==> src/design/kwd_pkg.sv <==
// Constants and types shared by the keyed watchdog design
package kwd_pkg;
    // Register map, byte addresses on the register port
    localparam int ADDR_W = 8;
    localparam logic [ADDR_W-1:0] OFS_CTRL = 8'h00;
    localparam logic [ADDR_W-1:0] OFS_KEY = 8'h04;
    // Feed-key bytes, in the order they must arrive
    localparam logic [7:0] KEY_FIRST = 8'ha5;
    localparam logic [7:0] KEY_SECOND = 8'h5a;
    // Control field positions
    localparam int BIT_RST_FLAG = 31;
    localparam int BIT_RST_EN = 11;
    localparam int BIT_INT_EN = 10;
    localparam int BIT_INT_FLAG = 9;
    localparam int BIT_WDT_EN = 8;
    localparam int RST_PER_LSB = 4;
    localparam int INT_PER_LSB = 0;
    localparam int PER_W = 4;
    localparam int KEY_W = 8;
    // Timeout is two to the power of (base minus field value) cycles
    localparam logic [4:0] PERIOD_BASE = 5'h1f;
    // Reset values
    localparam logic [PER_W-1:0] PER_RST = 4'h0;
    localparam logic [KEY_W-1:0] KEY_RST = 8'h00;
    localparam logic [31:0] CNT_RST = 32'h0000_0000;

    // Progress through the two-write key order
    typedef enum logic [1:0] {
        KWD_KEY_IDLE = 2'b00,
        KWD_KEY_GOT_FIRST = 2'b01,
        KWD_KEY_ARMED = 2'b10
    } kwd_key_t;
endpackage

==> src/design/kwd_cnt_if.sv <==
// Link between the register front end and the watchdog counter
`timescale 1ns/1ps
interface kwd_cnt_if;
    logic restart;
    logic run;
    logic [3:0] int_sel;
    logic [3:0] rst_sel;
    logic int_hit;
    logic rst_hit;
    modport ctl (output restart, output run, output int_sel, output rst_sel, input int_hit, input rst_hit);
    modport cnt (input restart, input run, input int_sel, input rst_sel, output int_hit, output rst_hit);
endinterface

==> src/design/kwd_counter.sv <==
// Watchdog up-counter with the two power-of-two timeout compares
`timescale 1ns/1ps
module kwd_counter
    import kwd_pkg::*;
(
    input wire logic clk,
    input wire logic rst,
    kwd_cnt_if.cnt cif
);
    logic [31:0] count;
    logic [4:0] int_shift;
    logic [4:0] rst_shift;
    logic [31:0] int_last;
    logic [31:0] rst_last;

    // Last count value before each timeout, 2^(31-sel) cycles after restart
    assign int_shift = 5'(PERIOD_BASE - {1'b0, cif.int_sel});
    assign rst_shift = 5'(PERIOD_BASE - {1'b0, cif.rst_sel});
    assign int_last = (32'h0000_0001 << int_shift) - 32'h0000_0001;
    assign rst_last = (32'h0000_0001 << rst_shift) - 32'h0000_0001;

    // Hits are one-cycle pulses since the count moves on right after
    assign cif.int_hit = cif.run && !cif.restart && (count == int_last);
    assign cif.rst_hit = cif.run && !cif.restart && (count == rst_last);

    // Free-running count; wraps after 2^32 so a disabled reset path can fire again
    always_ff @(posedge clk or posedge rst) begin
        if (rst) begin
            count <= CNT_RST;
        end else if (cif.restart) begin
            count <= CNT_RST;
        end else if (cif.run) begin
            count <= count + 32'h0000_0001;
        end
    end
endmodule

==> src/design/kwd_top.sv <==
// Keyed watchdog timer: register front end, key sequencer and reset request
`timescale 1ns/1ps
// Operation
// - Enabling needs key A5 then 5A, then writing the on bit as one.
// - Clearing the on bit stops the watchdog; no interrupt and no reset follow.
// - Power-on reset clears the on bit, so the watchdog starts disabled.
// - Other resets, watchdog reset included, keep the on bit as it was.
// - Key A5 then 5A restarts the counter before either timeout.
// - Bit 31 flags a reset caused by the watchdog; software may also write it either way.
// - Bit 11 enables the system reset on expiry; only power-on or a software write clears it.
// - Bit 10 gates the interrupt request; resets to zero.
// - Bit 9 is set on interrupt expiry, raises request if enabled, write one clears.
// - On bit is control bit 8, reset zero, cleared only at power-on or by software.
// - Bits 7:4 give reset timeout of 2^(31-value) clock cycles.
// - Bits 3:0 give interrupt timeout with the same power-of-two coding.
// - Key register takes bytes in 7:0; bits 31:8 read zero.
// - Every reset returns the counter to its starting value.
module kwd_top
    import kwd_pkg::*;
(
    input wire logic clk,
    input wire logic rst,
    input wire logic sys_rst,
    input wire logic [ADDR_W-1:0] addr,
    input wire logic [31:0] wdata,
    input wire logic wr,
    input wire logic rd,
    output logic [31:0] rdata,
    output logic irq,
    output logic wdt_reset_req
);
    kwd_cnt_if cif ();

    logic wdt_en;
    logic rst_en;
    logic int_en;
    logic int_flag;
    logic rst_flag;
    logic [PER_W-1:0] rst_per;
    logic [PER_W-1:0] int_per;
    logic [KEY_W-1:0] key_last;
    kwd_key_t key_state;
    kwd_key_t next_key_state;
    logic ctrl_wr;
    logic key_wr;
    logic key_ok;
    logic [31:0] next_rdata;

    kwd_counter u_counter (
        .clk(clk),
        .rst(rst),
        .cif(cif)
    );

    // Register writes are ignored while a system reset holds the block
    always_comb begin
        ctrl_wr = 1'b0;
        key_wr = 1'b0;
        if (wr && !sys_rst && addr == OFS_CTRL) begin
            ctrl_wr = 1'b1;
        end else if (wr && !sys_rst && addr == OFS_KEY) begin
            key_wr = 1'b1;
        end
    end

    // Second key completes the order only right after a first key
    assign key_ok = key_wr && key_state == KWD_KEY_GOT_FIRST && wdata[KEY_W-1:0] == KEY_SECOND;

    // Key order tracker; any other byte drops back to idle
    always_comb begin
        next_key_state = key_state;
        if (sys_rst) begin
            next_key_state = KWD_KEY_IDLE;
        end else if (key_wr) begin
            if (wdata[KEY_W-1:0] == KEY_FIRST) begin
                next_key_state = KWD_KEY_GOT_FIRST;
            end else if (key_ok) begin
                next_key_state = KWD_KEY_ARMED;
            end else begin
                next_key_state = KWD_KEY_IDLE;
            end
        end else if (ctrl_wr && wdata[BIT_WDT_EN]) begin
            // Arming is spent by the enabling write
            next_key_state = KWD_KEY_IDLE;
        end
    end

    always_ff @(posedge clk or posedge rst) begin
        if (rst) begin
            key_state <= KWD_KEY_IDLE;
        end else begin
            key_state <= next_key_state;
        end
    end

    // On bit: set only when armed, cleared by software or power-on only
    // A write of one without arming leaves the bit as it was, so a stray write cannot start it
    always_ff @(posedge clk or posedge rst) begin
        if (rst) begin
            wdt_en <= 1'b0;
        end else if (ctrl_wr) begin
            if (!wdata[BIT_WDT_EN]) begin
                wdt_en <= 1'b0;
            end else if (key_state == KWD_KEY_ARMED) begin
                wdt_en <= 1'b1;
            end
        end
    end

    // Reset enable survives system resets, only power-on or a software write clears it
    always_ff @(posedge clk or posedge rst) begin
        if (rst) begin
            rst_en <= 1'b0;
        end else if (ctrl_wr) begin
            rst_en <= wdata[BIT_RST_EN];
        end
    end

    // Plain settings return to reset values on any reset
    always_ff @(posedge clk or posedge rst) begin
        if (rst) begin
            int_en <= 1'b0;
            rst_per <= PER_RST;
            int_per <= PER_RST;
        end else if (sys_rst) begin
            int_en <= 1'b0;
            rst_per <= PER_RST;
            int_per <= PER_RST;
        end else if (ctrl_wr) begin
            int_en <= wdata[BIT_INT_EN];
            rst_per <= wdata[RST_PER_LSB +: PER_W];
            int_per <= wdata[INT_PER_LSB +: PER_W];
        end
    end

    // Key byte holds what was last written, readable back
    // Cleared by any reset so a stale byte never reads back after a restart
    always_ff @(posedge clk or posedge rst) begin
        if (rst) begin
            key_last <= KEY_RST;
        end else if (sys_rst) begin
            key_last <= KEY_RST;
        end else if (key_wr) begin
            key_last <= wdata[KEY_W-1:0];
        end
    end

    // Interrupt flag: a hit in the clearing cycle wins over the clear
    always_ff @(posedge clk or posedge rst) begin
        if (rst) begin
            int_flag <= 1'b0;
        end else if (cif.int_hit) begin
            int_flag <= 1'b1;
        end else if (sys_rst) begin
            int_flag <= 1'b0;
        end else if (ctrl_wr && wdata[BIT_INT_FLAG]) begin
            int_flag <= 1'b0;
        end
    end

    // Cause flag must outlive the reset it requested, so sys_rst leaves it
    // Software may write the flag either way; a hit in the same cycle wins
    always_ff @(posedge clk or posedge rst) begin
        if (rst) begin
            rst_flag <= 1'b0;
        end else if (cif.rst_hit && rst_en) begin
            rst_flag <= 1'b1;
        end else if (ctrl_wr) begin
            rst_flag <= wdata[BIT_RST_FLAG];
        end
    end

    // System reset request, one cycle per expiry
    always_ff @(posedge clk or posedge rst) begin
        if (rst) begin
            wdt_reset_req <= 1'b0;
        end else begin
            wdt_reset_req <= cif.rst_hit && rst_en;
        end
    end

    // Registered interrupt request gated by the enable
    always_ff @(posedge clk or posedge rst) begin
        if (rst) begin
            irq <= 1'b0;
        end else begin
            irq <= int_flag && int_en;
        end
    end

    // Counter control; a stopped watchdog is held at its start value
    // Holding at zero while off means a re-enable always starts a full period
    assign cif.restart = key_ok || sys_rst || !wdt_en;
    assign cif.run = wdt_en;
    assign cif.int_sel = int_per;
    assign cif.rst_sel = rst_per;

    // Read mux; unmapped addresses read zero
    // Reserved control bits 30:12 are never driven, so they read zero too
    always_comb begin
        next_rdata = 32'h0000_0000;
        if (rd && addr == OFS_CTRL) begin
            next_rdata[BIT_RST_FLAG] = rst_flag;
            next_rdata[BIT_RST_EN] = rst_en;
            next_rdata[BIT_INT_EN] = int_en;
            next_rdata[BIT_INT_FLAG] = int_flag;
            next_rdata[BIT_WDT_EN] = wdt_en;
            next_rdata[RST_PER_LSB +: PER_W] = rst_per;
            next_rdata[INT_PER_LSB +: PER_W] = int_per;
        end else if (rd && addr == OFS_KEY) begin
            next_rdata[KEY_W-1:0] = key_last;
        end
    end

    // Read data stands only in the cycle after the strobe
    always_ff @(posedge clk or posedge rst) begin
        if (rst) begin
            rdata <= 32'h0000_0000;
        end else begin
            rdata <= next_rdata;
        end
    end
endmodule

==> config.mk <==
export PLATFORM = sky130hd
export DESIGN_NAME = kwd_top
export DESIGN_NICKNAME = d
export VERILOG_FILES = /design/src/design/kwd_pkg.sv /design/src/design/kwd_cnt_if.sv /design/src/design/kwd_counter.sv /design/src/design/kwd_top.sv
export SDC_FILE = /design/constraint.sdc
export NUM_CORES = 1
export LEC_CHECK = 0
export ABC_AREA = 0
export BUFFER_PORTS_ARGS = -buffer_cell sky130_fd_sc_hd__buf_2
export CORE_UTILIZATION = 25
export DETAILED_ROUTE_END_ITERATION = 8
export SETUP_SLACK_MARGIN = 0.5
export SKIP_LAST_GASP = 1
export SYNTH_ARGS = -nofsm -noshare
export SYNTH_HDL_FRONTEND = slang
export SYNTH_SLANG_ARGS = --single-unit
export TNS_END_PERCENT = 50
==> constraint.sdc <==
create_clock -name clk -period 8.05 [get_ports clk]
set_input_delay 0.805 -clock clk [delete_from_list [all_inputs] [get_ports clk]]
set_output_delay 0.805 -clock clk [all_outputs]
set_load 0.005 [all_outputs]
==> impl_metrics.yaml, run 1 <==
detailed_routing:
  firstDrtPassIters: 5
  wl_mm: 9.37
  drt_iter0_drc: 360
  vias: 3311
  drc: 0
  viasPerCell: 4.54
  ant_nets: 0
  avgRoutedWirePerCell_um: 12.8
floorplan:
  fp.dieW_um: 132
  core-area_mm2: 0.0165
  start_util: 0.256
  die_h_um: 132
  ioPinCount: 79
  dieArea_mm2: 0.0174
  placementRows: 47
pwr:
  p_leak_uw: 0.00198
  ir_worst_vdd_uv: 97.3
  p_per_area_mw_per_mm2: 159
global_routing:
  grtUsageTotal: 0.113
  first_global_vias: 2992
  grt_start_max_net_pins: 71
  grt_remaining_overflow: 0
  antenna_found_initial: 0
  grt_pass1_wl_mm: 15.7
critical_path:
  startpoint: "cif.rst_sel[2]"
  worstPathCellList: "nand4_1 > ha_1 > nand2b_1 > o31ai_1 > a32oi_1 > xnor2_1 > or4_1 > and4b_1 > a211o_1"
  r2r_start: "cif.rst_sel[2]"
  crit_slowest_cell: "dfrtp_1"
  cp_max_fo: 25
  crit_required_ns: 8.33
  reg2regPathDepth: 9
  endpoint_kind: "register"
  slowest_delay_ns: 0.82
  worst-setup-path-type: "reg2reg"
  crit_path_start_kind: "register"
  arrival_ns: 3.60
synth:
  synth_seq_area_share: 0.414
  synth_warnings: 0
  synth_ff_type: "dfrtp_1"
  synth_edf_count: 0
  synth.avg_cell_area_um2: 8.67
  synth_cell_types: 53
  yosys_register_bits: 70
  synthCells: 488
  synth.cell_area_mm2: 0.00423
  async_flop_share: 1.00
  synth_most_common_cell: "dfrtp_1"
  synth_top_area_share: 0.414
  synth_top_area_cell: "dfrtp_1"
  yosys-top-cells-count: "dfrtp_1, nor2_1, nand2_1"
  synth_area_leaders: "dfrtp_1, nor2_1, xor2_1"
hold_path:
  hp-class: "reg2reg"
  whs_path_depth: 1
  min-delay-start: "rst_flag"
place:
  dp_cells: 713
  port_buffers: 40
  gp_congestion: 0.774
  hpwl_mm: 6.33
clocking:
  postCtsSetupBuffers: 0
  cts_tree: "yes"
  numCtsBuffers: 9
  clkSinkCount: 70
  cts_root_buf: "clkbuf_16"
  htree_levels: 3
  cts.clk_slew.worst_paths_ns: 0.05
  hold_buffers: 0
  clockBufferDepth: 2
  clk_latency_ns: 0.34
  cts-resized-gates: 0
timing:
  totalNegativeSetupSlack_ns: 0
  fmax_mhz: 301
  slew_violations: 0
  rsz0062_at_grt: "false"
  tightest_slew_ns: 0.923
  period_minus_slack_ns: 3.32
  relSlewSlack: 0.385
  setup_violations: 0
  hold_viol: 0
  period_share: 0.412
  fin_skew_ns: 0.00694
final_layout:
  drive_gt1_frac: 0.136
  fin_cells: 729
  nNetsFinal: 552
  diodes: 0
  area_growth_pct: 13.0
  final_core_utilization: 0.289
run:
  cap_viol_max_count: 0
run_status:
  status: "completed"
[worst paths after layout]
check	slack (ns)	end
min in group asynchronous	0.75	u_counter.count[12]
max in group asynchronous	6.71	rdata[31]
hold reg to reg	0.47	rdata[31]
setup / recovery	4.73	rst_flag
hold / removal	0.47	rdata[31]
setup reg to reg	4.73	rst_flag
[cell type report]
cell class	instances	area [µm²]
Fill cell	1732	11700
Clock buffer	13	270
Tap cell	220	275
Sequential cell	70	1750
Multi-Input combinational cell	358	2160
Timing Repair Buffer	42	215
Inverter	23	86.3
Clock inverter	3	17.5
[power breakdown]
part | internal (µW) | total, µW | switching, µW
Sequential | 352 | 353 | 0.415
Combinational | 8.40 | 25.6 | 17.2
Clock | 233 | 381 | 148
Total | 594 | 759 | 166
[kinds of logic after synthesis]
logic type | after synthesis | synth area share
and+or+nand+nor | 202 | 0.251
AOI/OAI and AO/OA | 79 | 0.113
buffers and inverters | 78 | 0.0941
DFF | 70 | 0.414
xor gates and xnor gates | 43 | 0.0890
muxes | 12 | 0.0293
adders and majority gates | 3 | 0.00887
other | 1 | 0.000886
[cell usage in the layout, fill, tap and decap left out, drive strengths merged, types with 8 or more instances in the layout]
| cell type | instances |
|---|---|
| and2 | 8 |
| nand3 | 20 |
| inv | 22 |
| xnor2 | 21 |
| nand2b | 8 |
| xor2 | 22 |
| dfrtp | 70 |
| a21oi | 18 |
| clkbuf | 13 |
| nand2 | 36 |
| o21ai | 32 |
| nand4 | 11 |
| nor3 | 12 |
| conb | 19 |
| nor2 | 62 |
| mux2i | 9 |
| buf | 42 |
| nand3b | 10 |
[flip-flops by register name, indices dropped and copies added, names as in the netlist]
register,count
u_counter.count,32
rdata,13
key_last,8
cif.int_sel,4
cif.rst_sel,4
key_state,2
cif.run,1
int_en,1
int_flag,1
irq,1
rst_en,1
rst_flag,1
wdt_reset_req,1
[per-stage QoR]
step | total power (µW) | setup slack, ns | area, µm² | hold slack (ns)
2_1_floorplan | 380 | 5.28 | 4300 | 0.445
3_3_place_gp | 385 | 4.54 | 4490 | 0.455
3_5_place_dp | 385 | 4.52 | 4490 | 0.460
4_1_cts | 767 | 4.74 | 4780 | 0.475
5_1_grt | 786 | 4.47 | 4780 | 0.496
6_report | 759 | 4.73 | 4780 | 0.471
[worst max-delay path: cells and delay by family, from the launching register on]
kind,cells,cell delay (ns)
simple gates,4,1.34
xor+xnor,1,0.17
fa+ha+maj,1,0.51
compound gates,3,0.42
flops,1,0.82
[per-layer routing]
layer / wire length, µm / part of all wire / up-vias / track usage
met4: 189 / 0.020 / 0 / 0.0530
met2: 4210 / 0.45 / 72 / 0.165
li1: - / - / 1672 / -
met3: 352 / 0.038 / 13 / 0.0238
met5: 0 / 0 / - / 0
met1: 4610 / 0.49 / 1554 / 0.158
Power figures use the tool's default switching activity.
==> run 2, diff against run 1 <==
==> constraint.sdc (replaced) <==
create_clock -name clk -period 2.9 [get_ports clk]
set_input_delay 0.29 -clock clk [delete_from_list [all_inputs] [get_ports clk]]
set_output_delay 0.29 -clock clk [all_outputs]
set_load 0.005 [all_outputs]
==> impl_metrics.yaml, run 2 (synthesis gave the netlist of run 1 again) <==
clocking:
  numCtsBuffers: 9
  clkSinkCount: 70
  htree_levels: 3
  cts.clk_slew.worst_paths_ns: 0.06
  clk_latency_ns: 0.33
  cts_root_buf: "clkbuf_16"
  clockBufferDepth: 2
  cts_tree: "yes"
place:
  dpl_cell_area_mm2: 0.00460
  gp_congestion: 0.824
  dp_slack_ns: 0.357
  hpwl_mm: 6.82
  dp_cells: 725
  port_buffers: 40
timing:
  setup_violations: 0
  fmax_mhz: 410
  fin_skew_ns: 0.00504
  finalWorstSetupSlack_ns: 0.463
  rsz0062_at_grt: "true"
  relSlewSlack: 0.525
  slew_violations: 0
  tightest_slew_ns: 0.711
  period_minus_slack_ns: 2.44
  totalNegativeSetupSlack_ns: 0
  hold_viol: 0
  period_share: 0.840
final_layout:
  layout_commonest_cell: "dfrtp_1"
  diodes: 0
  drive_gt1_frac: 0.173
  largest_reg_flops: 32
  nNetsFinal: 569
  stdcell_area_mm2: 0.00501
  fin_cells: 746
  largestRegisters: "u_counter.count (32), rdata (13), key_last (8)"
  max_flop_register: "u_counter.count"
  area_growth_pct: 18.4
  final_cell_mix: "dfrtp_1, nor2_1, buf_2"
pwr:
  swShare: 0.201
  p_per_area_mw_per_mm2: 468
  p_clk_frac: 0.551
  p_leak_uw: 0.00211
  p_switching_uw: 470
  report.power.total_uw: 2340
  ir_worst_vdd_uv: 192
  combPwrFrac: 0.032
  p_seq_frac: 0.418
  intPower_uw: 1870
critical_path:
  crit_required_ns: 3.17
  crit_path_start_kind: "register"
  arrival_ns: 2.71
  crit_slowest_cell: "or4_1"
  endpoint_kind: "register"
  cp_max_fo: 5
  crit_family: "simple AND/OR/NAND/NOR gates"
  slowest_delay_ns: 0.41
  worst-setup-path-type: "reg2reg"
  worstPathCellList: "nand4b_1 > ha_4 > or3b_4 > a21oi_2 > a311o_2 > o211ai_1 > or4_1 > and4b_1 > a211o_1"
  worst-path-buf-inv: 0
global_routing:
  first_global_vias: 3166
  grtUsageTotal: 0.117
  grt_start_max_net_pins: 40
  grt_pass1_wl_mm: 16.5
  antenna_found_initial: 0
  grt_remaining_overflow: 0
floorplan:
  placementRows: 47
  dieArea_mm2: 0.0174
  fp.dieW_um: 132
  die_h_um: 132
  core-area_mm2: 0.0165
  start_util: 0.256
  ioPinCount: 79
detailed_routing:
  avgRoutedWirePerCell_um: 13.0
  wl_mm: 9.67
  firstDrtPassIters: 4
  vias: 3410
  viasPerCell: 4.57
  ant_nets: 0
  drt_iter0_drc: 224
  drc: 0
run:
  cap_viol_max_count: 0
run_status:
  status: "completed"
hold_path:
  hp-class: "in2async"
run 2: layer usage:
layer,global-route usage,share of wire,up-vias
li1,-,-,1708
met4,0.0497,0.015,0
met2,0.182,0.48,50
met1,0.163,0.48,1643
met3,0.0177,0.030,9
met5,0,0,-
run 2: repair_timing:
| item | in CTS | in global routing |
|---|---|---|
| hold buffers | 0 | 0 |
| setup endpoints to repair | 2 | 3 |
| buffers inserted | 5 | 0 |
| pin swaps | 2 | 0 |
| endpoints found under the hold margin | 0 | 0 |
| resized for setup | 1 | 2 |
run 2: power by group through the flow:
stage          sequential [µW]  combinational, µW  clock [µW]
2_1_floorplan              996               57.8           0
3_3_place_gp               996               75.3           0
3_5_place_dp               996               75.6           0
4_1_cts                    978               76.1        1320
5_1_grt                    978               84.5        1370
6_report                   979               74.0        1290
run 2: per-stage QoR:
stage / hold slack [ns] / util
floorplan: 0.405 / -
global placement: 0.457 / 0.279
detailed placement: 0.454 / 0.279
CTS: 0.0946 / 0.303
global route: 0.146 / 0.303
finish: 0.0714 / 0.303
run 2: worst reg2reg max path, cell delays in order (launching register included):
cell      delay, ns
dfrtp_1        0.39
nand4b_1       0.23
ha_4           0.21
or3b_4         0.39
a21oi_2        0.12
a311o_2        0.12
o211ai_1       0.10
or4_1          0.42
and4b_1        0.30
a211o_1        0.10
run 2: final timing paths:
kind,cells past startpoint,start,endpoint,slack [ns]
worst max-delay path,9,cif.rst_sel[0],rst_flag,0.46
worst min-delay path,2,rst,u_counter.count[13],0.07
worst max register to register,9,cif.rst_sel[0],rst_flag,0.46
worst min register to register,1,rst_flag,rdata[31],0.47
max in group asynchronous,3,rst,cif.int_sel[1],2.17
min in group clk,3,wdata[10],int_en,0.16
run 2: layout make-up:
class / instances / area, µm²
Multi-Input combinational cell: 358 / 2180
Inverter: 23 / 86.3
Clock buffer: 10 / 239
Sequential cell: 70 / 1750
Timing Repair Buffer: 59 / 355
Fill cell: 1710 / 11500
Clock inverter: 6 / 116
Tap cell: 220 / 275
